### src/shared/uart_map.svh
// register offsets, field positions, reset values and rate constants of the serial channels
`ifndef UART_MAP_SVH
`define UART_MAP_SVH
`define COM1_BASE      16'h03f8
`define COM2_BASE      16'h02f8
`define COM3_BASE      16'h03e8
`define COM4_BASE      16'h02e8
`define COM3_MCR_ADDR  16'h03ec
`define REG_DATA       3'h0
`define REG_IER        3'h1
`define REG_IIR        3'h2
`define REG_LCR        3'h3
`define REG_MCR        3'h4
`define REG_LSR        3'h5
`define REG_MSR        3'h6
`define REG_SCR        3'h7
`define LCR_DLAB_BIT   7
`define MCR_DRV_BIT    0
`define MCR_RTS_BIT    1
`define MCR_OUT2_BIT   3
`define MCR_RESET      5'h00
`define LCR_RESET      8'h00
`define DIV_RESET      16'h000c
`define DIV_FAST_460K  16'h8001
`define DIV_FAST_230K  16'h8002
`define IIR_NONE       4'h1
`define IIR_LINE       4'h6
`define IIR_RXDATA     4'h4
`define IIR_THRE       4'h2
`define IIR_MODEM      4'h0
`define OS_MID         4'h7
`define OS_LAST        4'hf
`define LINE_IDLE      4'he
`define CLK_HZ         64'd50000000
`define STD_REF_HZ     64'd1843200
`define FAST_REF_HZ    64'd7372800
`define NCO_BITS       24
`endif

### src/shared/uart_pkg.sv
// types shared by the serial channel block
package uart_pkg;
   typedef struct packed {
      logic        wr;
      logic        rd;
      logic [15:0] addr;
      logic [7:0]  wdata;
   } io_req_t;
   typedef struct packed {
      logic dcd_n;
      logic ri_n;
      logic dsr_n;
      logic cts_n;
   } modem_in_t;
   typedef struct packed {
      logic txd;
      logic rts_n;
      logic dtr_n;
      logic drv_en;
   } line_out_t;
   typedef enum logic [1:0] {RX_IDLE, RX_START, RX_BITS} rx_state_t;
   typedef enum logic {TX_IDLE, TX_SHIFT} tx_state_t;
endpackage

### src/serial_ports.sv
// four 16550-style serial channels on the host i/o port bus, with rs-485 driver control
`timescale 1ns/1ps
`include "uart_map.svh"

module uart_channel #(
   parameter bit HIGH_RATE = 1'b0
) (
   input  wire logic                clk_in,
   input  wire logic                reset_in,
   input  wire logic                wr_in,
   input  wire logic                rd_in,
   input  wire logic [2:0]          reg_in,
   input  wire logic [7:0]          wdata_in,
   input  wire logic                tick_std_in,
   input  wire logic                tick_fast_in,
   input  wire logic                rxd_in,
   input  wire uart_pkg::modem_in_t modem_n_in,
   output logic [7:0]               rdata_out,
   output logic                     irq_out,
   output logic                     txd_out,
   output logic [4:0]               mcr_out
);
   // tx frame, lsb first: count in [15:12], bits in [11:0]
   function automatic logic [15:0] frame_build(input logic [7:0] d, input logic [7:0] lcr);
      logic [11:0] v;
      logic [3:0]  wl;
      logic [3:0]  n;
      logic        par;
      wl = 4'h5 + {2'b00, lcr[1:0]};
      v = 12'hfff;
      v[0] = 1'b0;
      par = 1'b0;
      for (int i = 0; i < 8; i++) begin
         if (i < wl) begin
            v[i + 1] = d[i];
            par = par ^ d[i];
         end
      end
      if (lcr[3]) v[wl + 4'h1] = lcr[4] ? par : ~par;
      n = 4'h1 + wl + {3'b000, lcr[3]} + (lcr[2] ? 4'h2 : 4'h1);
      return {n, v};
   endfunction
   // rx fields {break, parity err, framing err, data} from a left-aligned frame
   function automatic logic [10:0] rx_fields(input logic [10:0] f, input logic [7:0] lcr);
      logic [3:0]  wl;
      logic [3:0]  n;
      logic [10:0] a;
      logic [7:0]  d;
      logic        par;
      wl = 4'h5 + {2'b00, lcr[1:0]};
      n = wl + {3'b000, lcr[3]} + 4'h1;
      a = f >> (4'hb - n);
      d = a[7:0] & (8'hff >> (4'h8 - wl));
      par = lcr[4] ? ^d : ~^d;
      return {(a == 11'h000), (lcr[3] && (a[wl] != par)), ~a[n - 4'h1], d};
   endfunction

   logic [15:0]         div_q, div_cnt_q;
   logic [7:0]          lcr_q, rbr_q, thr_q, scr_q;
   logic [3:0]          ier_q, delta_q;
   logic [4:0]          mcr_q;
   logic                dr_q, oe_q, pe_q, fe_q, bi_q, thr_full_q, thre_irq_q, os_tick_q;
   logic                rxd_s1_q, rxd_s2_q;
   uart_pkg::modem_in_t mdm_s1_q, mdm_s2_q, mdm_prev_q;
   uart_pkg::tx_state_t tx_state_q;
   uart_pkg::rx_state_t rx_state_q;
   logic [11:0]         tx_vec_q;
   logic [3:0]          tx_left_q, tx_os_q, rx_os_q, rx_idx_q;
   logic [10:0]         rx_sh_q;

   ////////////////////////////////////////////////////////////////////////////////
   // decode and status words
   wire         dlab_w      = lcr_q[`LCR_DLAB_BIT];
   wire         wr_data_w   = wr_in && reg_in == `REG_DATA && !dlab_w;
   wire         rd_data_w   = rd_in && reg_in == `REG_DATA && !dlab_w;
   wire         tx_load_w   = tx_state_q == uart_pkg::TX_IDLE && thr_full_q;
   wire [15:0]  frame_w     = frame_build(thr_q, lcr_q);
   wire [7:0]   lsr_w       = {1'b0, !thr_full_q && tx_state_q == uart_pkg::TX_IDLE,
                               !thr_full_q, bi_q, fe_q, pe_q, oe_q, dr_q};
   wire [7:0]   msr_w       = {~mdm_s2_q, delta_q};
   wire [3:0]   mdm_chg_w   = (mdm_s2_q ^ mdm_prev_q) & {2'b10 | 2'b01, 2'b11} &
                              {1'b1, mdm_s2_q.ri_n, 2'b11};  // ri counts its trailing edge
   wire [3:0]   iir_w;
   // interrupt identity in 16550 priority order
   assign iir_w = (ier_q[2] && (oe_q || pe_q || fe_q || bi_q)) ? `IIR_LINE :
                  (ier_q[0] && dr_q)                          ? `IIR_RXDATA :
                  (ier_q[1] && thre_irq_q)                    ? `IIR_THRE :
                  (ier_q[3] && |delta_q)                      ? `IIR_MODEM : `IIR_NONE;
   assign irq_out = iir_w != `IIR_NONE && mcr_q[`MCR_OUT2_BIT];
   // read mux; bits above a narrow register read zero
   assign rdata_out = (reg_in == `REG_DATA) ? (dlab_w ? div_q[7:0] : rbr_q) :
                      (reg_in == `REG_IER)  ? (dlab_w ? div_q[15:8] : {4'h0, ier_q}) :
                      (reg_in == `REG_IIR)  ? {4'h0, iir_w} :
                      (reg_in == `REG_LCR)  ? lcr_q :
                      (reg_in == `REG_MCR)  ? {3'h0, mcr_q} :
                      (reg_in == `REG_LSR)  ? lsr_w :
                      (reg_in == `REG_MSR)  ? msr_w : scr_q;
   assign mcr_out = mcr_q;

   ////////////////////////////////////////////////////////////////////////////////
   // programmable registers
   always_ff @(posedge clk_in) begin
      if (reset_in) begin
         div_q <= `DIV_RESET;
         lcr_q <= `LCR_RESET;
         ier_q <= 4'h0;
         mcr_q <= `MCR_RESET;
         scr_q <= 8'h00;
         thr_q <= 8'h00;
      end else if (wr_in) begin
         if (reg_in == `REG_DATA && dlab_w) div_q[7:0] <= wdata_in;
         if (reg_in == `REG_IER && dlab_w) div_q[15:8] <= wdata_in;
         if (reg_in == `REG_IER && !dlab_w) ier_q <= wdata_in[3:0];
         if (reg_in == `REG_LCR) lcr_q <= wdata_in;
         if (reg_in == `REG_MCR) mcr_q <= wdata_in[4:0];
         if (reg_in == `REG_SCR) scr_q <= wdata_in;
         if (wr_data_w) thr_q <= wdata_in;
      end
   end

   ////////////////////////////////////////////////////////////////////////////////
   // baud divisor; only the high-rate channels honour the two fast divisor codes
   wire        fast_sel_w = HIGH_RATE && (div_q == `DIV_FAST_460K || div_q == `DIV_FAST_230K);
   wire        src_tick_w = fast_sel_w ? tick_fast_in : tick_std_in;
   wire [15:0] div_lim_w  = fast_sel_w ? {14'h0000, div_q[1:0]} : div_q;
   // divisor zero stops the channel rather than running at an undefined rate
   always_ff @(posedge clk_in) begin
      if (reset_in) begin
         div_cnt_q <= 16'h0000;
         os_tick_q <= 1'b0;
      end else begin
         os_tick_q <= 1'b0;
         if (src_tick_w && div_lim_w != 16'h0000) begin
            if (div_cnt_q >= div_lim_w - 16'h0001) begin
               div_cnt_q <= 16'h0000;
               os_tick_q <= 1'b1;
            end else begin
               div_cnt_q <= div_cnt_q + 16'h0001;
            end
         end
      end
   end

   ////////////////////////////////////////////////////////////////////////////////
   // transmitter: one holding register, no fifo
   always_ff @(posedge clk_in) begin
      if (reset_in) begin
         tx_state_q <= uart_pkg::TX_IDLE;
         tx_vec_q   <= 12'hfff;
         tx_left_q  <= 4'h0;
         tx_os_q    <= 4'h0;
         txd_out    <= 1'b1;
      end else if (tx_load_w) begin
         tx_state_q <= uart_pkg::TX_SHIFT;
         tx_vec_q   <= {1'b1, frame_w[11:1]};
         tx_left_q  <= frame_w[15:12];
         tx_os_q    <= 4'h0;
         txd_out    <= 1'b0;
      end else if (tx_state_q == uart_pkg::TX_SHIFT && os_tick_q) begin
         tx_os_q <= tx_os_q + 4'h1;
         if (tx_os_q == `OS_LAST) begin
            tx_left_q <= tx_left_q - 4'h1;
            tx_vec_q  <= {1'b1, tx_vec_q[11:1]};
            txd_out   <= (tx_left_q == 4'h1) ? 1'b1 : tx_vec_q[0];
            if (tx_left_q == 4'h1) tx_state_q <= uart_pkg::TX_IDLE;
         end
      end
   end

   ////////////////////////////////////////////////////////////////////////////////
   // receiver: start bit checked at mid-bit, then one sample per bit time
   wire [3:0]  rx_n_w     = 4'h6 + {2'b00, lcr_q[1:0]} + {3'b000, lcr_q[3]};
   wire        rx_done_w  = rx_state_q == uart_pkg::RX_BITS && os_tick_q &&
                            rx_os_q == `OS_LAST && rx_idx_q == rx_n_w - 4'h1;
   wire [10:0] rx_res_w   = rx_fields({rxd_s2_q, rx_sh_q[10:1]}, lcr_q);
   always_ff @(posedge clk_in) begin
      if (reset_in) begin
         rxd_s1_q   <= 1'b1;
         rxd_s2_q   <= 1'b1;
         rx_state_q <= uart_pkg::RX_IDLE;
         rx_os_q    <= 4'h0;
         rx_idx_q   <= 4'h0;
         rx_sh_q    <= 11'h000;
      end else begin
         rxd_s1_q <= rxd_in;
         rxd_s2_q <= rxd_s1_q;
         case (rx_state_q)
            uart_pkg::RX_IDLE: begin
               rx_os_q <= 4'h0;
               if (!rxd_s2_q) rx_state_q <= uart_pkg::RX_START;
            end
            uart_pkg::RX_START: begin
               if (os_tick_q) begin
                  rx_os_q  <= (rx_os_q == `OS_MID) ? 4'h0 : rx_os_q + 4'h1;
                  rx_idx_q <= 4'h0;
                  // a short glitch is dropped instead of framing garbage
                  if (rx_os_q == `OS_MID)
                     rx_state_q <= rxd_s2_q ? uart_pkg::RX_IDLE : uart_pkg::RX_BITS;
               end
            end
            default: begin
               if (os_tick_q) begin
                  rx_os_q <= rx_os_q + 4'h1;
                  if (rx_os_q == `OS_LAST) begin
                     rx_sh_q  <= {rxd_s2_q, rx_sh_q[10:1]};
                     rx_idx_q <= rx_idx_q + 4'h1;
                     if (rx_done_w) rx_state_q <= uart_pkg::RX_IDLE;
                  end
               end
            end
         endcase
      end
   end

   ////////////////////////////////////////////////////////////////////////////////
   // status flags: read side effects clear, and a set in the same cycle wins
   always_ff @(posedge clk_in) begin
      if (reset_in) begin
         {dr_q, oe_q, pe_q, fe_q, bi_q} <= 5'h00;
         {thr_full_q, thre_irq_q} <= 2'b00;
         rbr_q <= 8'h00;
         delta_q <= 4'h0;
         mdm_s1_q <= 4'hf;
         mdm_s2_q <= 4'hf;
         mdm_prev_q <= 4'hf;
      end else begin
         mdm_s1_q <= modem_n_in;
         mdm_s2_q <= mdm_s1_q;
         mdm_prev_q <= mdm_s2_q;
         if (rd_data_w) dr_q <= 1'b0;
         if (rd_in && reg_in == `REG_LSR) {oe_q, pe_q, fe_q, bi_q} <= 4'h0;
         if (rd_in && reg_in == `REG_MSR) delta_q <= 4'h0;
         if (rd_in && reg_in == `REG_IIR && iir_w == `IIR_THRE) thre_irq_q <= 1'b0;
         if (tx_load_w) thr_full_q <= 1'b0;
         if (tx_load_w) thre_irq_q <= 1'b1;
         if (wr_data_w) thr_full_q <= 1'b1;
         if (wr_data_w) thre_irq_q <= 1'b0;
         delta_q <= ((rd_in && reg_in == `REG_MSR) ? 4'h0 : delta_q) | mdm_chg_w;
         if (rx_done_w) begin
            rbr_q <= rx_res_w[7:0];
            dr_q  <= 1'b1;
            if (dr_q && !rd_data_w) oe_q <= 1'b1;  // overrun holds until a status read
            bi_q  <= rx_res_w[10];
            pe_q  <= rx_res_w[9];
            fe_q  <= rx_res_w[8];
         end
      end
   end

   // checks on the channel core
   a_fast_div_rate: assert property (@(posedge clk_in) disable iff (reset_in)
      (fast_sel_w && div_q[1:0] == 2'h1 && tick_fast_in) |=> os_tick_q)
      else $error("fast divisor did not give one tick per reference tick");
   a_rbr_read_clr: assert property (@(posedge clk_in) disable iff (reset_in)
      (rd_data_w && !rx_done_w) |=> !dr_q)
      else $error("data ready stayed set after data read");
   c_rx_frame: cover property (@(posedge clk_in) disable iff (reset_in) rx_done_w);
   c_fast_tick: cover property (@(posedge clk_in) disable iff (reset_in) fast_sel_w && os_tick_q);
endmodule

module serial_ports (
   input  wire logic                      clk_in,
   input  wire logic                      reset_in,
   input  wire uart_pkg::io_req_t         io_req_in,
   input  wire logic [3:0]                port_enable_in,
   input  wire logic [7:0]                irq_select_in,
   input  wire logic [3:0]                rxd_in,
   input  wire uart_pkg::modem_in_t [3:0] modem_n_in,
   output logic [7:0]                     io_rdata_out,
   output logic                           io_ack_out,
   output uart_pkg::line_out_t [3:0]      line_out,
   output logic [3:0]                     irq_out
);
   // channel base address by index
   function automatic logic [15:0] chan_base(input int idx);
      return (idx == 0) ? `COM1_BASE : (idx == 1) ? `COM2_BASE :
             (idx == 2) ? `COM3_BASE : `COM4_BASE;
   endfunction
   localparam logic [23:0] NCO_STD_INC  = 24'((`STD_REF_HZ << `NCO_BITS) / `CLK_HZ);
   localparam logic [23:0] NCO_FAST_INC = 24'((`FAST_REF_HZ << `NCO_BITS) / `CLK_HZ);

   logic [23:0] nco_std_q, nco_fast_q;
   logic        tick_std_q, tick_fast_q;
   logic [3:0]  hit_w, irq_ch_w, drv_src_w;
   logic [7:0]  ch_rdata_w [4];
   logic [7:0]  rd_part_w [4];
   logic [4:0]  ch_mcr_w [4];
   logic [3:0]  ch_txd_w;
   logic [3:0]  irq_line_w;

   ////////////////////////////////////////////////////////////////////////////////
   // reference rates: phase accumulators, slight jitter traded for one clock
   always_ff @(posedge clk_in) begin
      if (reset_in) begin
         {tick_std_q, nco_std_q}   <= 25'h0000000;
         {tick_fast_q, nco_fast_q} <= 25'h0000000;
      end else begin
         {tick_std_q, nco_std_q}   <= {1'b0, nco_std_q} + {1'b0, NCO_STD_INC};
         {tick_fast_q, nco_fast_q} <= {1'b0, nco_fast_q} + {1'b0, NCO_FAST_INC};
      end
   end

   ////////////////////////////////////////////////////////////////////////////////
   // per channel decode, core and irq routing; a disabled channel ignores the bus
   for (genvar g = 0; g < 4; g++) begin : g_ch
      assign hit_w[g] = port_enable_in[g] &&
                        io_req_in.addr[15:3] == chan_base(g) >> 3;
      assign rd_part_w[g] = hit_w[g] ? ch_rdata_w[g] : 8'h00;
      assign drv_src_w[g] = (g >= 2) ? ch_mcr_w[g][`MCR_DRV_BIT] : 1'b0;
      assign irq_line_w[g] = |(irq_ch_w & port_enable_in &
                               {irq_select_in[7:6] == 2'(g), irq_select_in[5:4] == 2'(g),
                                irq_select_in[3:2] == 2'(g), irq_select_in[1:0] == 2'(g)});
      uart_channel #(.HIGH_RATE(g >= 2)) u_ch (
         .clk_in       (clk_in),
         .reset_in     (reset_in),
         .wr_in        (io_req_in.wr && hit_w[g]),
         .rd_in        (io_req_in.rd && hit_w[g]),
         .reg_in       (io_req_in.addr[2:0]),
         .wdata_in     (io_req_in.wdata),
         .tick_std_in  (tick_std_q),
         .tick_fast_in (tick_fast_q),
         .rxd_in       (rxd_in[g]),
         .modem_n_in   (modem_n_in[g]),
         .rdata_out    (ch_rdata_w[g]),
         .irq_out      (irq_ch_w[g]),
         .txd_out      (ch_txd_w[g]),
         .mcr_out      (ch_mcr_w[g])
      );
   end

   ////////////////////////////////////////////////////////////////////////////////
   // registered outputs
   always_ff @(posedge clk_in) begin
      if (reset_in) begin
         io_rdata_out <= 8'h00;
         io_ack_out   <= 1'b0;
         irq_out      <= 4'h0;
         line_out     <= {4{`LINE_IDLE}};
      end else begin
         io_rdata_out <= rd_part_w[0] | rd_part_w[1] | rd_part_w[2] | rd_part_w[3];
         io_ack_out   <= (io_req_in.rd || io_req_in.wr) && |hit_w;
         irq_out      <= irq_line_w;
         for (int i = 0; i < 4; i++) begin
            line_out[i] <= {ch_txd_w[i], ~ch_mcr_w[i][`MCR_RTS_BIT],
                            ~ch_mcr_w[i][`MCR_DRV_BIT], drv_src_w[i]};
         end
      end
   end

   // checks on decode and driver control
   a_com3_mcr_addr: assert property (@(posedge clk_in) disable iff (reset_in)
      (io_req_in.wr && port_enable_in[2] && io_req_in.addr == `COM3_MCR_ADDR)
      |=> ch_mcr_w[2] == $past(io_req_in.wdata[4:0]))
      else $error("write to third channel modem control not stored");
   a_drv_follows_dtr: assert property (@(posedge clk_in) disable iff (reset_in)
      ##1 line_out[2].drv_en == $past(ch_mcr_w[2][`MCR_DRV_BIT]))
      else $error("third channel driver enable does not follow dtr");
   a_ch4_drv_on: assert property (@(posedge clk_in) disable iff (reset_in)
      (ch_mcr_w[3][0] ##1 ch_mcr_w[3][0]) |-> line_out[3].drv_en && !line_out[3].dtr_n)
      else $error("fourth channel driver not on with dtr set");
   a_rs232_no_drv: assert property (@(posedge clk_in) disable iff (reset_in)
      !line_out[0].drv_en && !line_out[1].drv_en)
      else $error("rs-232 channel drove a differential enable");
   a_reset_drv_off: assert property (@(posedge clk_in)
      $fell(reset_in) |-> ch_mcr_w[2] == 5'h00 && !line_out[2].drv_en && !line_out[3].drv_en)
      else $error("driver enabled right after reset");
   a_disabled_silent: assert property (@(posedge clk_in) disable iff (reset_in)
      (io_req_in.rd && !port_enable_in[2] && io_req_in.addr[15:3] == `COM3_BASE >> 3 &&
       !(|hit_w)) |=> !io_ack_out && io_rdata_out == 8'h00)
      else $error("disabled channel answered the bus");
   a_scratch_echo: assert property (@(posedge clk_in) disable iff (reset_in)
      (io_req_in.wr && hit_w[1] && io_req_in.addr[2:0] == `REG_SCR ##1 !io_req_in.wr ##1
       io_req_in.rd && !io_req_in.wr && hit_w[1] && io_req_in.addr[2:0] == `REG_SCR)
      |=> io_rdata_out == $past(io_req_in.wdata, 3) && io_ack_out)
      else $error("scratch register did not echo");
   c_drv_on: cover property (@(posedge clk_in) disable iff (reset_in) $rose(line_out[2].drv_en));
   c_irq: cover property (@(posedge clk_in) disable iff (reset_in) |irq_out);
endmodule

### config.mk
export PLATFORM = sky130hd
export DESIGN_NAME = serial_ports
export DESIGN_NICKNAME = d
export VERILOG_FILES = /design/src/shared/uart_pkg.sv /design/src/serial_ports.sv
export VERILOG_INCLUDE_DIRS = /design/src /design/src/shared
export SDC_FILE = /design/constraint.sdc
export NUM_CORES = 2
export LEC_CHECK = 0
export BUFFER_PORTS_ARGS = -buffer_cell sky130_fd_sc_hd__buf_4
export CORE_MARGIN = 1.5
export CORE_UTILIZATION = 50
export DETAILED_ROUTE_END_ITERATION = 16
export PLACE_DENSITY = 0.69
export SLEW_MARGIN = 5
export SYNTH_ARGS = -nofsm -noshare
export SYNTH_HDL_FRONTEND = slang
export SYNTH_SLANG_ARGS = --single-unit
### constraint.sdc
create_clock -name clk_in -period 5.45 [get_ports clk_in]
set_input_delay 0.545 -clock clk_in [delete_from_list [all_inputs] [get_ports clk_in]]
set_output_delay 0.545 -clock clk_in [all_outputs]
set_load 0.02 [all_outputs]
==> results by group <==
Status
  • Status: complete, no violations

Logic synthesis
  • Count of flip-flops with a built-in enable after synthesis: 0
  • Number of synthesized register bits: 637
  • Async SR Flop Fraction: 0%
  • Avg Cell Area, Syn: 8.28 sq um
  • Yosys top cell by area: dfxtp_1
  • Sequential cell area fraction in the yosys report: 37.3%
  • Number of cells produced by synthesis: 4134
  • Synth top area share: 37.3%
  • Top cells by area, synth: dfxtp_1, nand2_1, ha_1
  • Yosys warns: 0
  • Synth Cell Area: 34200 sq um
  • Synth Flop Type: dfxtp_1
  • Synth cell types: 85

Timing
  • Min Tclk post-route: 4240 ps
  • Setup violations, final: 0
  • RSZ-0062 raised after global routing: false
  • Final Skew: 33.8 ps
  • Relative slew slack: 8.38%
  • Slew at the pin closest to its max-slew limit: 1370 ps
  • Max Slew Vio Count: 0
  • Hold Fails Final Rpt: 0
  • Maximum clock rate: 236 MHz
  • Setup_tns: 0 ps
  • Fin crit share: 77.8%

Critical path
  • CP startpoint kind: register
  • CP max stage cell: fa_1
  • Worst path required time: 5950 ps
  • Critical path cell sequence: inv_1, fa_1, mux4_2, mux2i_1, xnor2_1, xnor3_1, xnor2_1, xnor2_1, o41ai_1
  • Crit-path max FO: 20
  • Slowest stage delay, CP: 1170 ps
  • CP dominant cell by count: xnor2_1
  • Arrival @ worst endpoint: 4740 ps
  • WS Path Type: register to register
  • Crit end category: register

Floorplan
  • Die Area: 70000 sq um
  • Rows: 95
  • Num ports: 89
  • Die height: 265 microns
  • Die Wd: 265 microns
  • Initial Util: 50.8%
  • Core Area: 67400 sq um

Global routing
  • GRT Overall Usage: 26.9%
  • GR Util met3: 5.25%
  • M2 GR Usage: 39.3%
  • Met1 usage: 38.8%
  • Largest net degree at the start of global routing: 134
  • Total grt overflow: 0
  • First-pass GRT wire length: 152 mm
  • Initial antenna violation count: 10
  • Most Crowded Layer GR: met2
  • Vias in the first global route: 27.3k

Power and ir drop
  • Leakage power: 14.0 nW
  • Pwr Density: 281 nW/um^2
  • Max IR drop VDD: 0.196 mV

Layout
  • Commonest non-fill, non-tap cell in the layout: nand2_1
  • Filler instances: 6137
  • Register area: 12800 sq um
  • Layout cell share with drive strength beyond 1: 9.35%
  • Most frequent cells in the layout: nand2_1, dfxtp_1, a21oi_1
  • Layout Utilization: 55.9%
  • Nets: 4303
  • Multi-input logic area: 20200 sq um
  • Area growth, synth to finish: 10.1%

Clock tree
  • CTS Root Cell: clkbuf_16
  • CTS hold repair buffers: 0
  • Clk sinks: 637
  • Htree depth: 3
  • Buffer count from post-CTS setup fixing: 0
  • Post_cts resized: 0
  • Worst-case clock buffer depth: 3
  • Clock latency on the worst-skew pair: 620 ps
  • TritonCTS buffer count: 72
  • Clock-pin transition on the worst setup and hold timing paths: 60 ps
  • TritonCTS clock tree: done

Routing
  • Final ANT Viol Nets: 0
  • Vias/cell: 5.94
  • Drt first pass iters: 6
  • Via count: 29.7k
  • Final WL: 95.2 mm
  • Residual DRC count: 0
  • Post-DR wirelength/cell: 19.0 microns
  • Initial DRC count: 3131

Hold path
  • Tightest Hold Check Type: input port to register

Job
  • Number of max-cap violations: 0

Placement
  • Detail Placement HPWL: 65.6 mm
  • GPL Wtd Cong: 0.989
  • Port buffer count: 86
cell families after synthesis:
group / synth area share [%]
DFF: 37.3
adders and majority gates: 6.41
AOI/OAI and AO/OA: 15.6
xor gates and xnor gates: 7.07
buffers and inverters: 3.85
and+or+nand+nor: 22.0
other: 0.0110
muxes: 7.78
layout make-up:
type,instances,area share [%]
Multi-Input combinational cell,3152,53.5
Sequential cell,637,33.9
Clock buffer,101,5.56
Tap cell,873,2.90
Timing Repair Buffer,119,2.39
Inverter,93,0.927
Clock inverter,25,0.791
Antenna cell,3,0.0199
report_power, final:
part	switching (W)	total, W	internal (W)
combinational	0.000440	0.000726	0.000286
clock	0.00198	0.00494	0.00296
sequential	0.000119	0.00491	0.00479
total	0.00254	0.0106	0.00804
through the flow:
stage / area (sq um) / power (W) / worst slack [ps] / cells / hold slack [ps]
floorplan: 34200 / 0.00551 / 1490 / 4135 / 368
global placement: 35300 / 0.00571 / 1350 / 4874 / 393
detailed placement: 35300 / 0.00572 / 1210 / 4874 / 394
CTS: 37600 / 0.0107 / 1190 / 5000 / 81.4
global route: 37700 / 0.0109 / 845 / 5002 / 93.3
finish: 37700 / 0.0106 / 1210 / 5003 / 106
cells in the mapped netlist, types with 33 or more instances:
master    number
a211oi_1      95
a21o_1        39
a21oi_1      362
and3_1        39
clkbuf_1     229
dfxtp_1      637
ha_1         156
inv_1         91
mux2i_1      141
mux4_2        43
nand2_1      713
nand2b_1      33
nand3_1      134
nand4_1       40
nor2_1       337
nor3_1        81
o21ai_0      134
or2_2         68
xnor2_1      150
xor2_1       121
worst max-delay path, delay by kind of cell (launching register included):
family                     cells  cell delay (ps)
DFF                            1              610
AOI/OAI and AO/OA              1              230
buffers and inverters          1              270
xor gates and xnor gates       4              860
adders and majority gates      1             1170
muxes                          2              970
layer usage:
layer	vias to the layer above	share of wire (%)
li1	14351	-
met4	12	3.4
met5	-	0.087
met3	235	9.0
met1	13920	46
met2	1193	42
final timing paths:
kind	start	endpoint	slack [ps]	cells past startpoint
max	g_ch[3].u_ch.lcr_q[0]	g_ch[3].u_ch.pe_q	1210	9
min	modem_n_in[10]	g_ch[2].u_ch.mdm_s1_q[2]	110	2
max reg2reg	g_ch[3].u_ch.lcr_q[0]	g_ch[3].u_ch.pe_q	1210	9
min reg2reg	g_ch[2].u_ch.mdm_s1_q[3]	g_ch[2].u_ch.mdm_s2_q[3]	390	1
flip-flops by register name (all words and copies together), names as in the netlist, 20 cells and up:
register	flops
g_ch.u_ch.div_lim_w	32
g_ch.u_ch.mcr_out	20
nco_fast_q	24
g_ch.u_ch.scr_q	32
g_ch.u_ch.div_cnt_q	64
g_ch.u_ch.rbr_q	32
g_ch.u_ch.rx_sh_q	40
nco_std_q	24
g_ch.u_ch.div_q	32
g_ch.u_ch.tx_vec_q	44
g_ch.u_ch.lcr_q	32
g_ch.u_ch.thr_q	32
(Power assumes the default switching activity.)
